### src/verilog/smbus_slave_map.svh
// Function
// RL1 - hw_ack_enable: hardware address match and ACK
// RL2 - Mask bit one compares address bit
// RL3 - Mask bit zero makes bit don't-care
// RL4 - General call enable also accepts 0x00
// RL5 - Receive address, then transmit data bytes
// RL6 - Not inhibited: START plus address enters receiver
// RL7 - No hw ACK: interrupt, ack request, software answers
// RL8 - hw ACK: match acked, interrupt after ACK
// RL9 - Ignored address silences slave until START
// RL10 - Acked read: software loads data, device transmits
// RL11 - Data write after master NACK flags error
// RL12 - STOP ends transmitter mode
// RL13 - No data written: back to receiver mode
// RL14 - Transmit interrupts always after ACK cycle
// RL15 - Status vector: master, transmit, start, stop (master bit always reads zero here)
// RL16 - Compare seven bits; direction bit picks role
`ifndef SMBUS_SLAVE_MAP_SVH
`define SMBUS_SLAVE_MAP_SVH

// =====================================================
// Register byte offsets
// =====================================================
`define OFF_CTRL 8'h00
`define OFF_DATA 8'h04
`define OFF_ADDR 8'h08
`define OFF_MASK 8'h0C
`define OFF_CFG 8'h10
`define OFF_ISTAT 8'h14
`define OFF_IMASK 8'h18

// =====================================================
// Field positions
// =====================================================
`define CTRL_SI 0
`define CTRL_ACK 1
`define CTRL_ACK_REQUEST_FLAG 3
`define LOW_BIT 0
`define CFG_INH 0
`define EV_SI 0
`define EV_STOP 1
`define EV_ERR 2

// =====================================================
// Reset values and counts
// =====================================================
`define RST_OWN 7'h00
`define RST_MASK 7'h7F
`define RST_DATA 8'h00
`define RST_IRQ 3'h0
`define GC_ADDR 7'h00
`define CNT_ZERO 4'h0
`define CNT_ONE 4'h1
`define CNT_BYTE 4'h8
`define CNT_LAST 4'h7
`define ZERO32 32'h0000_0000

`endif

### src/verilog/smbus_slave_pkg.sv
package smbus_slave_pkg;
   // =====================================================
   // Slave engine states
   // =====================================================
   typedef enum logic [3:0] {
      st_idle = 4'h0, // Not addressed
      st_addr = 4'h1, // Shifting address byte
      st_wait = 4'h2, // Software decides ACK
      st_ack = 4'h3, // Driving ACK bit
      st_tx = 4'h4, // Shifting out data
      st_txack = 4'h5, // Sampling master ACK
      st_txwait = 4'h6, // Waiting for next byte
      st_rx = 4'h7, // Shifting in data
      st_ignore = 4'h8 // Silent until START
   } slave_state_e;
endpackage
### src/verilog/smbus_slave_addr_match.sv
`timescale 1ns/1ps
`include "smbus_slave_map.svh"

module smbus_slave_addr_match (
   input wire logic clk, // System clock
   input wire logic rst, // Async reset, high
   input wire logic [7:0] paddr, // APB address
   input wire logic psel, // APB select
   input wire logic penable, // APB enable
   input wire logic pwrite, // APB write
   input wire logic [31:0] pwdata, // APB write data
   output logic [31:0] prdata, // APB read data
   output logic pready, // APB ready
   output logic pslverr, // APB error
   input wire logic scl_in, // Bus clock level
   output logic scl_out, // Bus clock drive value
   output logic scl_oe, // Bus clock pulled low
   input wire logic sda_in, // Bus data level
   output logic sda_out, // Bus data drive value
   output logic sda_oe, // Bus data pulled low
   output logic irq // Interrupt, level
);

   // =====================================================
   // Declarations
   // =====================================================
   logic scl_m_reg, scl_s_reg, scl_d_reg; // Clock sync
   logic sda_m_reg, sda_s_reg, sda_d_reg; // Data sync
   logic scl_rise, scl_fall, start_det, stop_det; // Bus events
   smbus_slave_pkg::slave_state_e state_reg; // Engine state
   logic [3:0] bit_cnt_reg; // Bits of current byte
   logic [7:0] shift_reg; // Serial shifter
   logic is_read_reg; // Direction of transfer
   logic addr_phase_reg; // Address received, ACK pending
   logic got_nack_reg; // Master answered NACK
   logic si_set_reg; // Interrupt raise pulse
   logic ack_request_flag_set_reg; // Ack request raise pulse
   logic tx_take_reg; // Data byte consumed
   logic [6:0] own_addr_reg; // own_slave_address
   logic gc_en_reg; // general_call_enable
   logic [6:0] mask_reg; // slave_address_mask
   logic hw_ack_reg; // hw_ack_enable
   logic inhibit_reg; // slave_inhibit
   logic ack_out_reg; // Software ACK choice
   logic si_reg; // Pending slave interrupt
   logic ack_request_flag_reg; // ack_request_flag
   logic start_flag_reg; // start_flag
   logic stop_flag_reg; // stop_flag
   logic [7:0] tx_data_reg; // Byte to transmit
   logic [7:0] rx_data_reg; // Last received byte
   logic tx_written_reg; // Data loaded since event
   logic [2:0] int_stat_reg; // Sticky event bits
   logic [2:0] int_mask_reg; // Event enables
   logic [2:0] events; // Event pulses
   logic wr_en, rd_en; // Completing write; read in wait state
   logic sw_si_clear; // Software releases engine
   logic tx_role; // Transmitter side active
   logic [31:0] rd_mux; // Read data select
   logic addr_hit; // Mapped address

   // =====================================================
   // Helpers
   // =====================================================
   // Masked own-address or general call comparison
   function automatic logic addr_match(input logic [6:0] a,
      input logic [6:0] own, input logic [6:0] msk,
      input logic gc);
      logic own_ok;
      own_ok = (((a ^ own) & msk) == 7'h00); // RL2 RL3
      addr_match = own_ok || (gc && (a == `GC_ADDR)); // RL4
   endfunction

   // True in any transmitter-side state
   function automatic logic is_tx(
      input smbus_slave_pkg::slave_state_e s);
      is_tx = (s == smbus_slave_pkg::st_tx) ||
         (s == smbus_slave_pkg::st_txack) ||
         (s == smbus_slave_pkg::st_txwait);
   endfunction

   // =====================================================
   // Pin synchronisers and bus event detect
   // =====================================================
   // Two stages, then a third for edge detection
   always_ff @(posedge clk or posedge rst) begin
      if (rst) begin
         scl_m_reg <= 1'b1;
         scl_s_reg <= 1'b1;
         scl_d_reg <= 1'b1;
         sda_m_reg <= 1'b1;
         sda_s_reg <= 1'b1;
         sda_d_reg <= 1'b1;
      end else begin
         scl_m_reg <= scl_in;
         scl_s_reg <= scl_m_reg;
         scl_d_reg <= scl_s_reg;
         sda_m_reg <= sda_in;
         sda_s_reg <= sda_m_reg;
         sda_d_reg <= sda_s_reg;
      end
   end

   assign scl_rise = scl_s_reg && !scl_d_reg;
   assign scl_fall = !scl_s_reg && scl_d_reg;
   // Data moves while clock high: START or STOP
   assign start_det = scl_s_reg && scl_d_reg && !sda_s_reg
      && sda_d_reg;
   assign stop_det = scl_s_reg && scl_d_reg && sda_s_reg
      && !sda_d_reg;

   // =====================================================
   // APB strobes
   // =====================================================
   assign wr_en = psel && penable && pready && pwrite;
   assign rd_en = psel && penable && !pready && !pwrite;
   assign sw_si_clear = wr_en && (paddr == `OFF_CTRL)
      && !pwdata[`CTRL_SI];
   assign tx_role = is_tx(state_reg);

   // =====================================================
   // Slave engine
   // =====================================================
   // Bit engine; drives data line and raises events
   always_ff @(posedge clk or posedge rst) begin
      if (rst) begin
         state_reg <= smbus_slave_pkg::st_idle;
         bit_cnt_reg <= `CNT_ZERO;
         shift_reg <= `RST_DATA;
         is_read_reg <= 1'b0;
         addr_phase_reg <= 1'b0;
         got_nack_reg <= 1'b0;
         si_set_reg <= 1'b0;
         ack_request_flag_set_reg <= 1'b0;
         tx_take_reg <= 1'b0;
         rx_data_reg <= `RST_DATA;
         sda_oe <= 1'b0;
      end else begin
         si_set_reg <= 1'b0;
         ack_request_flag_set_reg <= 1'b0;
         tx_take_reg <= 1'b0;
         if (start_det) begin
            // A new START re-arms the slave unless slave_inhibit is set
            sda_oe <= 1'b0;
            bit_cnt_reg <= `CNT_ZERO;
            if (inhibit_reg) begin
               state_reg <= smbus_slave_pkg::st_idle;
            end else begin
               state_reg <= smbus_slave_pkg::st_addr; // RL6 RL9
            end
         end else if (stop_det) begin
            sda_oe <= 1'b0;
            state_reg <= smbus_slave_pkg::st_idle; // RL12
         end else begin
            unique case (state_reg)
               smbus_slave_pkg::st_idle,
               smbus_slave_pkg::st_ignore: begin
                  // Silent; only START leaves
                  sda_oe <= 1'b0;
               end
               smbus_slave_pkg::st_addr,
               smbus_slave_pkg::st_rx: begin
                  if (scl_rise) begin
                     shift_reg <= {shift_reg[6:0], sda_s_reg};
                     bit_cnt_reg <= bit_cnt_reg + `CNT_ONE;
                  end else if (scl_fall &&
                        bit_cnt_reg == `CNT_BYTE) begin
                     bit_cnt_reg <= `CNT_ZERO;
                     if (state_reg == smbus_slave_pkg::st_addr) begin
                        is_read_reg <= shift_reg[0]; // RL16
                        addr_phase_reg <= 1'b1; // RL5
                     end else begin
                        rx_data_reg <= shift_reg;
                     end
                     if (hw_ack_reg) begin
                        // Match in address phase, any data byte
                        if (state_reg == smbus_slave_pkg::st_rx ||
                              addr_match(shift_reg[7:1], own_addr_reg,
                              mask_reg, gc_en_reg)) begin // RL16
                           sda_oe <= 1'b1; // RL1 RL8
                           state_reg <= smbus_slave_pkg::st_ack;
                        end else begin
                           state_reg <= smbus_slave_pkg::st_ignore; // RL9
                        end
                     end else begin
                        si_set_reg <= 1'b1; // RL7
                        ack_request_flag_set_reg <= 1'b1; // RL7
                        state_reg <= smbus_slave_pkg::st_wait;
                     end
                  end
               end
               smbus_slave_pkg::st_wait: begin
                  // Clock is stretched until software answers
                  if (sw_si_clear) begin
                     if (pwdata[`CTRL_ACK]) begin
                        sda_oe <= 1'b1; // RL7
                        state_reg <= smbus_slave_pkg::st_ack;
                     end else begin
                        state_reg <= smbus_slave_pkg::st_ignore; // RL9
                     end
                  end
               end
               smbus_slave_pkg::st_ack: begin
                  if (scl_fall) begin
                     addr_phase_reg <= 1'b0;
                     bit_cnt_reg <= `CNT_ZERO;
                     if (is_read_reg && tx_written_reg) begin
                        // Byte already loaded: start sending
                        shift_reg <= tx_data_reg;
                        sda_oe <= !tx_data_reg[7];
                        tx_take_reg <= 1'b1;
                        state_reg <= smbus_slave_pkg::st_tx; // RL10
                     end else if (is_read_reg) begin
                        sda_oe <= 1'b0;
                        si_set_reg <= 1'b1; // RL8
                        state_reg <= smbus_slave_pkg::st_txwait;
                     end else begin
                        sda_oe <= 1'b0;
                        si_set_reg <= hw_ack_reg; // RL8
                        state_reg <= smbus_slave_pkg::st_rx;
                     end
                  end
               end
               smbus_slave_pkg::st_tx: begin
                  if (scl_fall) begin
                     bit_cnt_reg <= bit_cnt_reg + `CNT_ONE;
                     if (bit_cnt_reg == `CNT_LAST) begin
                        sda_oe <= 1'b0; // Free line for master ACK
                        state_reg <= smbus_slave_pkg::st_txack;
                     end else begin
                        shift_reg <= {shift_reg[6:0], 1'b0};
                        sda_oe <= !shift_reg[6];
                     end
                  end
               end
               smbus_slave_pkg::st_txack: begin
                  if (scl_rise) begin
                     got_nack_reg <= sda_s_reg;
                  end else if (scl_fall) begin
                     si_set_reg <= 1'b1; // RL14
                     state_reg <= smbus_slave_pkg::st_txwait;
                  end
               end
               smbus_slave_pkg::st_txwait: begin
                  if (sw_si_clear) begin
                     bit_cnt_reg <= `CNT_ZERO;
                     if (tx_written_reg) begin
                        shift_reg <= tx_data_reg;
                        sda_oe <= !tx_data_reg[7];
                        tx_take_reg <= 1'b1;
                        state_reg <= smbus_slave_pkg::st_tx; // RL10
                     end else begin
                        state_reg <= smbus_slave_pkg::st_rx; // RL13
                     end
                  end
               end
               default: begin
                  state_reg <= smbus_slave_pkg::st_idle;
               end
            endcase
         end
      end
   end

   // =====================================================
   // Clock stretch and fixed pin drive values
   // =====================================================
   // Hold clock low only once it is already low
   always_ff @(posedge clk or posedge rst) begin
      if (rst) begin
         scl_oe <= 1'b0;
         scl_out <= 1'b0;
         sda_out <= 1'b0;
      end else begin
         scl_oe <= !scl_s_reg && (
            state_reg == smbus_slave_pkg::st_wait ||
            state_reg == smbus_slave_pkg::st_txwait);
         scl_out <= 1'b0;
         sda_out <= 1'b0;
      end
   end

   // =====================================================
   // Configuration registers
   // =====================================================
   // Address, mask, hardware ACK and inhibit
   always_ff @(posedge clk or posedge rst) begin
      if (rst) begin
         own_addr_reg <= `RST_OWN;
         gc_en_reg <= 1'b0;
         mask_reg <= `RST_MASK;
         hw_ack_reg <= 1'b0;
         inhibit_reg <= 1'b0;
         ack_out_reg <= 1'b0;
         int_mask_reg <= `RST_IRQ;
      end else if (wr_en) begin
         unique case (paddr)
            `OFF_ADDR: begin
               own_addr_reg <= pwdata[7:1];
               gc_en_reg <= pwdata[`LOW_BIT];
            end
            `OFF_MASK: begin
               mask_reg <= pwdata[7:1];
               hw_ack_reg <= pwdata[`LOW_BIT];
            end
            `OFF_CFG: inhibit_reg <= pwdata[`CFG_INH];
            `OFF_CTRL: ack_out_reg <= pwdata[`CTRL_ACK];
            `OFF_IMASK: int_mask_reg <= pwdata[2:0];
            default: begin
               // Other offsets hold no configuration
            end
         endcase
      end
   end

   // =====================================================
   // Transmit byte holding
   // =====================================================
   // Written flag: a new write wins over consumption
   always_ff @(posedge clk or posedge rst) begin
      if (rst) begin
         tx_data_reg <= `RST_DATA;
         tx_written_reg <= 1'b0;
      end else if (wr_en && paddr == `OFF_DATA) begin
         tx_data_reg <= pwdata[7:0];
         tx_written_reg <= 1'b1;
      end else if (tx_take_reg || si_set_reg) begin
         tx_written_reg <= 1'b0;
      end
   end

   // =====================================================
   // Interrupt flag and status vector flags
   // =====================================================
   // Hardware set beats the software clear
   always_ff @(posedge clk or posedge rst) begin
      if (rst) begin
         si_reg <= 1'b0;
         ack_request_flag_reg <= 1'b0;
         start_flag_reg <= 1'b0;
         stop_flag_reg <= 1'b0;
      end else begin
         si_reg <= si_set_reg || (si_reg && !sw_si_clear);
         ack_request_flag_reg <= ack_request_flag_set_reg || (ack_request_flag_reg && !sw_si_clear);
         start_flag_reg <= start_det ||
            (start_flag_reg && !sw_si_clear); // RL15
         stop_flag_reg <= stop_det ||
            (stop_flag_reg && !sw_si_clear); // RL15
      end
   end

   // =====================================================
   // Sticky events, mask and interrupt output
   // =====================================================
   always_comb begin
      events = `RST_IRQ;
      events[`EV_SI] = si_set_reg;
      events[`EV_STOP] = stop_det && state_reg !=
         smbus_slave_pkg::st_idle;
      // Data write after NACK while interrupt pending
      events[`EV_ERR] = wr_en && paddr == `OFF_DATA &&
         got_nack_reg && si_reg &&
         state_reg == smbus_slave_pkg::st_txwait; // RL11
   end

   // Write one clears; a same-cycle event survives
   always_ff @(posedge clk or posedge rst) begin
      if (rst) begin
         int_stat_reg <= `RST_IRQ;
         irq <= 1'b0;
      end else begin
         if (wr_en && paddr == `OFF_ISTAT) begin
            int_stat_reg <= (int_stat_reg & ~pwdata[2:0]) | events;
         end else begin
            int_stat_reg <= int_stat_reg | events;
         end
         irq <= |(int_stat_reg & int_mask_reg);
      end
   end

   // =====================================================
   // APB read path and answer
   // =====================================================
   always_comb begin
      rd_mux = `ZERO32;
      addr_hit = 1'b1;
      unique case (paddr)
         `OFF_CTRL: begin
            // Master bit reads zero: slave-only block
            rd_mux[6] = tx_role; // RL15
            rd_mux[5] = start_flag_reg;
            rd_mux[4] = stop_flag_reg;
            rd_mux[`CTRL_ACK_REQUEST_FLAG] = ack_request_flag_reg;
            rd_mux[`CTRL_ACK] = ack_out_reg;
            rd_mux[`CTRL_SI] = si_reg;
         end
         `OFF_DATA: rd_mux[7:0] = rx_data_reg;
         `OFF_ADDR: rd_mux[7:0] = {own_addr_reg, gc_en_reg};
         `OFF_MASK: rd_mux[7:0] = {mask_reg, hw_ack_reg};
         `OFF_CFG: rd_mux[`CFG_INH] = inhibit_reg;
         `OFF_ISTAT: rd_mux[2:0] = int_stat_reg;
         `OFF_IMASK: rd_mux[2:0] = int_mask_reg;
         default: addr_hit = 1'b0;
      endcase
   end

   // One wait state; ready pulses for one cycle
   always_ff @(posedge clk or posedge rst) begin
      if (rst) begin
         pready <= 1'b0;
         pslverr <= 1'b0;
         prdata <= `ZERO32;
      end else begin
         pready <= psel && penable && !pready;
         pslverr <= psel && penable && !pready && !addr_hit;
         if (rd_en) begin
            prdata <= rd_mux;
         end
      end
   end

endmodule // smbus_slave_addr_match

### config.mk
export PLATFORM = sky130hd
export DESIGN_NAME = smbus_slave_addr_match
export DESIGN_NICKNAME = d
export VERILOG_FILES = /design/src/verilog/smbus_slave_pkg.sv /design/src/verilog/smbus_slave_addr_match.sv
export VERILOG_INCLUDE_DIRS = /design/src /design/src/verilog
export SDC_FILE = /design/constraint.sdc
export NUM_CORES = 1
export LEC_CHECK = 0
export ABC_AREA = 1
export BUFFER_PORTS_ARGS = -buffer_cell sky130_fd_sc_hd__buf_2
export CAP_MARGIN = 40
export CELL_PAD_IN_SITES_DETAIL_PLACEMENT = 0
export CELL_PAD_IN_SITES_GLOBAL_PLACEMENT = 1
export CORE_UTILIZATION = 41
export DETAILED_ROUTE_END_ITERATION = 12
export GPL_TIMING_DRIVEN = 0
export PLACE_DENSITY = 0.78
export SYNTH_ARGS = -nofsm -noshare
export SYNTH_HDL_FRONTEND = slang
export SYNTH_SLANG_ARGS = --single-unit
### constraint.sdc
create_clock -name clk -period 4 [get_ports clk]
set_clock_uncertainty 0.15 [all_clocks]
set_input_delay 0.8 -clock clk [delete_from_list [all_inputs] [get_ports clk]]
set_output_delay 0.8 -clock clk [all_outputs]
set_load 0.01 [all_outputs]
* Word-level counts from Yosys, hierarchy flattened
Cells that the tools add are included.
** Operators by class
- Bitwise operators :: 11
- Add/sub/neg operators :: 1
- Reductions and logical operators :: 75
- Shift operators :: 0
- Muxes and demuxes :: 80
- Divide/modulo/power cells :: 0
- Multiply operators :: 0
- Equality and inequality tests :: 42
- Order comparisons :: 0
** Operator list (count)
- 2-to-1 mux 4 bit :: 21
- 2-to-1 mux 8 bit :: 7
- != test 4 bit, second input constant :: 13
- 2-to-1 mux 1 bit :: 38
- one-hot mux 4 bit (4 select lines) :: 2
- one-hot mux 8 bit (4 select lines) :: 1
- logical AND 1 bit :: 29
- one-hot mux 4 bit (7 select lines) :: 1
- == test 8 x 5 -> 1 bit, second input constant :: 3
- == test 4 x 3 -> 1 bit, second input constant :: 5
- AND reduction 10 bit :: 2
- AND reduction 6 bit :: 3
- == test 8 x 4 -> 1 bit, second input constant :: 2
- != test 2 bit, second input constant :: 8
- logical NOT 7 bit :: 2
- != test 3 bit, second input constant :: 4
- one-hot mux 1 bit (6 select lines) :: 2
- logical NOT 1 bit :: 11
- AND reduction 11 bit :: 1
- logical OR 1 bit :: 10
- AND reduction 2 bit :: 5
- == test 4 x 2 -> 1 bit, second input constant :: 2
- == test 4 bit, second input constant :: 2
- == test 8 x 3 -> 1 bit, second input constant :: 1
- 25 further kinds :: 34
** Storage, ports and cells
- Memory bits (read-only) :: 0
- Register bits :: 85
- Bits in latches :: 0
- Memories :: 0
- Input bits :: 47
- Logic and storage cells :: 244
- Memory bits (writable) :: 0
- Output and inout port bits :: 39

* Depth between registers and ports, before layout
Gate-level depths: netlist of run 1.
- Depth after elaboration :: 12
- Mapped depth :: 14
- Depth with buffers taken out :: 14

* Worst setup path after synthesis of run 1
No wires, ideal clock.
- Path kind :: input to register
- Start :: in paddr[1]
- End :: reg shift_reg[1]
- Data arrival time :: 1.889 ns
- Stages on the path :: 9
- Slack :: 1.837 ns
- Data required time :: 3.727 ns
- Path buffers :: 1
- Library setup time :: 0.123 ns
- Cells stage by stage :: nor2_1 -> nand3_1 -> nor2_4 -> nand3_1 -> nand2_1 -> nand3_2 -> buf_6 -> nand2_1 -> o21ai_2
** On the way
- Cells in the longest elaborated chain, start to end :: 5
** RTL lines
- start: declaration :: line smbus_slave_addr_match.sv:7 : input wire logic [7:0] paddr,
- logical NOT 8 bit
- logical AND 1 bit (2 in a row) :: line smbus_slave_addr_match.sv:116 : assign sw_si_clear = wr_en && (paddr == `OFF_CTRL)
- != test 2 bit (no line)
- AND reduction 10 bit (no line)
- end signal: assignment :: line smbus_slave_addr_match.sv:128 : shift_reg <= `RST_DATA;
- end signal: assignment :: line smbus_slave_addr_match.sv:163 : shift_reg <= {shift_reg[6:0], sda_s_reg};
- end signal: assignment :: line smbus_slave_addr_match.sv:208 : shift_reg <= tx_data_reg;
- end: declaration :: line smbus_slave_addr_match.sv:32 : logic [7:0] shift_reg;
Every way passes these cells.
A chain may end at the register's enable or synchronous reset.

* Final worst setup path of run 1
- Start :: in paddr[7]
- End :: reg own_addr_reg[6]
** On the way
- Cells in the longest elaborated chain, start to end :: 2
** RTL lines
- == test 8 x 4 -> 1 bit :: line smbus_slave_addr_match.sv:296 : unique case (paddr)
- AND reduction 2 bit (no line)
- end signal: assignment :: line smbus_slave_addr_match.sv:288 : own_addr_reg <= `RST_OWN;
- end signal: assignment :: line smbus_slave_addr_match.sv:298 : own_addr_reg <= pwdata[7:1];
- end: declaration :: line smbus_slave_addr_match.sv:39 : logic [6:0] own_addr_reg;
Every way passes these cells.

==> results of run 1 <==
## path summary, 6_finish.rpt
check / startpoint / to / cells after the start
min in group asynchronous: rst / tx_data_reg[5] / 2
min reg2reg: sda_m_reg / sda_s_reg / 0
min: sda_m_reg / sda_s_reg / 0
max in group asynchronous: rst / mask_reg[1] / 3
max: paddr[7] / own_addr_reg[6] / 8
max reg2reg: scl_s_reg / state_reg[3] / 10
## synthesized netlist by cell type
| library cell | number |
|---|---|
| o22ai_1 | 1 |
| clkbuf_1 | 5 |
| o21bai_1 | 1 |
| nor3_1 | 7 |
| a21oi_1 | 16 |
| nor4_1 | 1 |
| dfstp_2 | 13 |
| buf_4 | 26 |
| nor4_4 | 1 |
| and3_1 | 1 |
| a211oi_1 | 4 |
| nor3_2 | 2 |
| o21ai_1 | 4 |
| nand2_1 | 164 |
| nand2_4 | 3 |
| o21ai_2 | 8 |
| nand3_1 | 30 |
| a31oi_1 | 5 |
| a21oi_2 | 1 |
| o221ai_1 | 1 |
| inv_1 | 72 |
| nand4_1 | 5 |
| a22oi_1 | 1 |
| xor2_1 | 1 |
| nor2_4 | 3 |
| buf_6 | 2 |
| a221oi_1 | 2 |
| o31ai_1 | 2 |
| o21ai_0 | 70 |
| conb_1 | 1 |
| o2111ai_1 | 1 |
| nand2_2 | 5 |
| nor2_1 | 37 |
| nor2_2 | 7 |
| nand3_2 | 1 |
| inv_2 | 3 |
| clkinv_1 | 2 |
| ha_1 | 2 |
| dfrtp_1 | 72 |
## cells by family after synthesis
kind of cell / Yosys count
AO/OA/AOI/OAI: 117
XOR/XNOR: 1
adder cells (fa/ha/maj): 2
buffers and inverters: 110
flip-flops: 85
other: 1
AND/OR/NAND/NOR: 267
## power groups by stage
stage	logic (uW)	registers, uW	clock network (uW)
2_1_floorplan	664	1020	0
3_3_place_gp	851	1030	0
3_5_place_dp	863	1030	0
4_1_cts	868	1020	622
5_1_grt	979	1030	655
6_report	876	1020	610
## through the flow
step                      instances  total power [uW]
after floorplan                 608              1684
after global placement          783              1882
after detailed placement        784              1895
after CTS                       800              2506
after global routing            800              2662
final                           800              2501
## final cells by class
type,instances,area share
Clock buffer,12,0.02784
Inverter,77,0.05593
Sequential cell,85,0.4112
Timing Repair Buffer,36,0.03889
Clock inverter,4,0.009121
Buffer,33,0.04537
Tap cell,140,0.03361
Multi-Input combinational cell,413,0.3781
## worst register-to-register path, cell delays in order (launching register included)
cell	delay [ns]
dfstp_2	0.59
nand2_1	0.10
nor3_2	0.32
inv_1	0.16
nand2_1	0.21
a31oi_1	0.06
nor2_1	0.24
nand2_2	0.15
nor2_1	0.14
o21ai_0	0.10
nand2_1	0.06
## routing by layer
layer / track usage / routed length (microns) / vias up
met5: 0 / 0 / -
met4: 0.1047 / 317 / 0
met3: 0.02603 / 600 / 20
met2: 0.3111 / 4991 / 128
met1: 0.3108 / 5669 / 1825
li1: - / - / 1974
==> metrics.yaml, run 1 <==
outcome:
  status: "completed"
synth:
  syn_area_sq_mm: 0.004546
  synth-simple-area-share: 0.2590
  muxShareOfSynthArea: 0
  syn_avg_cell_area_sq_um: 7.797
  synth_top_family_by_area: "simple AND/OR/NAND/NOR gates"
  ys_seq_area_frac: 0.4715
  ys_top_cells_by_area: "dfrtp_1 (40%), nand2_1 (14%), o21ai_0 (7.7%)"
  synth_compound_area_frac: 0.1456
  synth_area_leader_cell: "dfrtp_1"
  synthAdderAreaFrac: 0.005505
  synth_top_area_share: 0.3964
  syn_inst: 583
  ys_seq_elements: 85
  yosysUniqueCellTypes: 39
  yosysWarnings: 0
  yosys.area_share.xor_xnor: 0.001927
timing:
  setup_tns_ns: 0
  timing.hold.ws_ns: 0.2069
  rsz0062_at_grt: "false"
  max_slew_margin: 0.4963
  fin_ws_ns: 1.579
  fin_crit_ns: 2.421
  fmax_mhz: 413.1
  finalSetupViolCount: 0
  drv_slew: 0
  min_period_over_period: 0.6052
  worst_pin_slew_ns: 0.7499
  hold_viol: 0
power_and_ir_drop:
  power_frac_seq: 0.406
  p_sw_uw: 957.6
  p_leak_uw: 0.002649
  p_per_area_mw_per_mm2: 479.9
  ir_drop_mv: 0.1616
  combPwrFrac: 0.350
  clockPowerShare: 0.244
  p_sw_frac: 0.3829
  p_int_uw: 1544
finish:
  seqCellArea_sq_mm: 0.002143
  final_common_cell: "nand2_1"
  nets: 704
  area_growth_pct: 14.67
  n_antenna_cell: 0
  fillers: 1131
  multi_input_area_sq_mm: 0.001971
  final_area_sq_mm: 0.005213
  final_cell_mix: "nand2_1 (164), dfrtp_1 (72), inv_1 (71)"
  fin_util: 0.4808
  drive_gt1_frac: 0.1909
global_route:
  grt_pass1_vias: 3636
  antenna_found_initial: 0
  grt_max_degree: 65
  grt_overflow: 0
  grt_pass1_wl_microns: 18460
  grt_usage: 0.2128
cts:
  root_buffer: "clkbuf_8"
  tritoncts: "done"
  cts.sinks: 85
  clk_pin_slew_ns: 0.08
  holdBufCountCts: 0
  clockBufferDepth: 2
  cts.repair.resized: 0
  clock_latency_ns: 0.36
  numCtsBuffers: 9
  postCtsSetupBuffers: 0
  htree_levels: 3
die:
  ios: 86
  start_util: 0.4193
  die_x_microns: 107.3
  die_y_microns: 107.3
  die_area_sq_mm: 0.01151
  row_count: 38
  core_area_sq_mm: 0.01084
critical_path:
  worstPathMaxFanout: 10
  path_cells: "buf_2 -> nor2_1 -> nand3_1 -> nor2_1 -> nand2_1 -> clkbuf_1 -> nand2_1 -> o21ai_0"
  crit_required_ns: 4.08
  cp_slowest_cell: "nor2_1"
  crit_arrival_ns: 2.50
  cpLargestDelayFamily: "simple AND/OR/NAND/NOR gates"
  path_buf_inv: 2
  crit_type: "input port to register"
  cp_slowest_stage_delay_ns: 0.45
  startpoint_type: "input port"
  cp-end-kind: "register"
  regToRegSetupSlack_ns: 1.67
drt:
  dr.pass1.iters: 11
  vias: 3947
  drc: 0
  drt_wl_total_microns: 11580
  drt-wirelength-per-cell_microns: 14.47
  ant_nets: 0
  via_per_inst: 4.934
  drt_iter0_drc: 249
job:
  drv_cap: 0
placed_design:
  dpl_cell_area_sq_mm: 0.005020
  dp_slack_ns: 1.195
  gp_congestion: 0.8776
  io_buffers: 35
  hpwlAfterDp_microns: 8828
worst_hold_path:
  hold_path_class: "register to register"
Note: power is estimated with default switching activity, not from simulation.
==> inputs of run 2 (changes only) <==
- CORE_UTILIZATION: 41 -> 37
- PLACE_DENSITY: 0.78 -> 0.74
- clock period: 4 -> 2 ns (I/O delays scaled with it)
==> run 2 against run 1 <==
Net effect:
- the run now ends with setup timing left
- combinational power increased to 2.5 times the previous value
- first-iteration DRC count increased by 17%
- routed wire length up 5.5%
- sequential power up 100%
- utilization is 0.28 points higher
- global-route usage fell by 0.43 points
- hold slack got worse by 0.013 ns
- sequential share of layout area decreased by 4.2 points
- setup slack worse by 1.6 ns
- total power up 150%
- critical path depth rose by 2
- critical path type is now register to register
==> metrics.yaml, run 2 (synthesis results as in run 1) <==
drt:
  vias: 4026  # +2.0%
  ant_nets: 0  # unchanged
  drc: 0  # unchanged
  drt-wirelength-per-cell_microns: 14.67  # +1.3%
  drt_iter0_drc: 291  # +17%
  via_per_inst: 4.833  # -2.0%
  drt_wl_total_microns: 12220  # +5.5%
  dr.pass1.iters: 4  # -7
global_route:
  top_usage_layer: "met2"
  antenna_found_initial: 0  # unchanged
  grt_pass1_wl_microns: 20220  # +9.6%
  grt_pass1_vias: 3976  # +9.4%
  grt_use_met1: 0.2804  # -0.03032
  grt_usage: 0.2085  # -0.004286
  met3_usage: 0.04231  # +0.01628
  grt_max_degree: 24  # -63%
  grt_overflow: 0  # unchanged
  grt_use_met2: 0.3288  # +0.01775
timing:
  hold_viol: 0  # unchanged
  max_slew_margin: 0.6333  # +0.1371
  fin_crit_ns: 2.009
  drv_slew: 0  # unchanged
  fin_ws_ns: -0.008674  # -1.588 ns
  worst_pin_slew_ns: 0.5488  # -0.2010 ns
  finalSetupViolCount: 6  # +6
  fmax_mhz: 497.8
  setup_tns_ns: -0.02010  # -0.02010 ns
  timing.hold.ws_ns: 0.1937  # -0.01317 ns
  rsz0062_at_grt: "true"
  min_period_over_period: 1.004
cts:
  tritoncts: "done"
  clock_latency_ns: 0.35  # about the same
  clk_pin_slew_ns: 0.06  # -0.02 ns
  htree_levels: 3  # unchanged
  cts.sinks: 85  # unchanged
  numCtsBuffers: 9  # unchanged
  clockBufferDepth: 2  # unchanged
  root_buffer: "clkbuf_16"
critical_path:
  crit_type: "register to register"
  crit_start: "scl_d_reg"
  cp-end-kind: "register"
  crit_arrival_ns: 2.09  # -0.41 ns
  startpoint_type: "register"
  r2r-start: "scl_d_reg"
  worstPathMaxFanout: 6  # -4
  crit_required_ns: 2.08  # -2.00 ns
  rr_worst_depth: 10  # unchanged
die:
  die_area_sq_mm: 0.01273  # +11%
  row_count: 40  # +5.3%
  core_area_sq_mm: 0.01201  # +11%
  ios: 86  # unchanged
  die_x_microns: 112.8  # +5.2%
  start_util: 0.3784  # -0.04088
  die_y_microns: 112.8  # +5.2%
placed_design:
  gp_congestion: 0.8930  # +1.8%
  hpwlAfterDp_microns: 9241  # +4.7%
  io_buffers: 35  # unchanged
  dp_slack_ns: -0.3413  # -1.536 ns
worst_hold_path:
  hold_depth: 3  # +3
  hold_path_class: "input port to register"
  hold_path_startpoint: "pwdata[7]"
finish:
  fin_util: 0.4836  # +0.002806
  seqCellArea_sq_mm: 0.002146  # +0.12%
  fillers: 1177  # +4.1%
  nets: 730  # +3.7%
  drive_gt1_frac: 0.2755  # +0.08460
  area_growth_pct: 27.80
  final_common_cell: "nand2_1"
  n_antenna_cell: 0  # unchanged
  final_cell_mix: "nand2_1 (149), dfrtp_1 (70), o21ai_0 (69)"
  multi_input_area_sq_mm: 0.002121  # +7.6%
outcome:
  status: "finished with violations"
  violations: "setup timing"
job:
  drv_cap: 0  # unchanged
power_and_ir_drop:
  ir_drop_mv: 0.4042  # +150%
  p_leak_uw: 0.002911  # +9.9%
  p_per_area_mw_per_mm2: 1062  # +120%
==> run 2: path summary, 6_finish.rpt <==
path / endpoint / slack [ns]
worst max register to register: shift_reg[4] / -0.009
worst min-delay path: mask_reg[6] / 0.19
min in group asynchronous: tx_data_reg[5] / 0.50
worst max-delay path: shift_reg[4] / -0.009
worst min register to register: scl_s_reg / 0.20
max in group asynchronous: mask_reg[4] / 0.28
==> run 2: cell type report <==
type                            instances  area share
Buffer                                 32     0.04135
Clock buffer                           11     0.04351
Clock inverter                          5     0.01421
Inverter                               77     0.05040
Multi-Input combinational cell        413      0.3651
Sequential cell                        85      0.3694
Tap cell                              147     0.03166
Timing Repair Buffer                   63     0.08443
==> run 2: timing repair <==
| action | 4_1_cts | 5_1_grt |
|---|---|---|
| buffers inserted | 10 | 11 |
| endpoints found under the setup margin | 42 | 46 |
| endpoints found under the hold margin | 17 | 0 |
| gates cloned | 0 | 1 |
| pin swaps | 5 | 11 |
| resized for setup | 19 | 38 |
| hold buffers | 3 | 0 |
==> run 2: through the flow <==
step	total power [uW]	std cells	instance area, sq um
after floorplan	3368	608	4643
after global placement	3775	790	5002
after detailed placement	3823	793	5085
after CTS	5889	822	5604
after global routing	6535	833	5809
final	6167	833	5809
==> run 2: report_power, final <==
group	internal, uW	switching (uW)
Clock	1160	707
Combinational	882	1340
Sequential	1900	175
==> run 2: critical path, cell delays in order (launching register included) <==
cell	delay (ns)
dfstp_2	0.54
inv_2	0.05
nor2_4	0.15
nor2_2	0.06
inv_1	0.08
nand2_2	0.06
nor4_4	0.31
nand3_4	0.19
buf_12	0.19
nand2_4	0.05
o21ai_2	0.05
==> run 2: metal layers <==
layer | vias to the layer above | part of all wire
li1 | 2031 | -
met1 | 1855 | 0.48
met2 | 116 | 0.46
met3 | 24 | 0.043
met4 | 0 | 0.023
met5 | - | 0
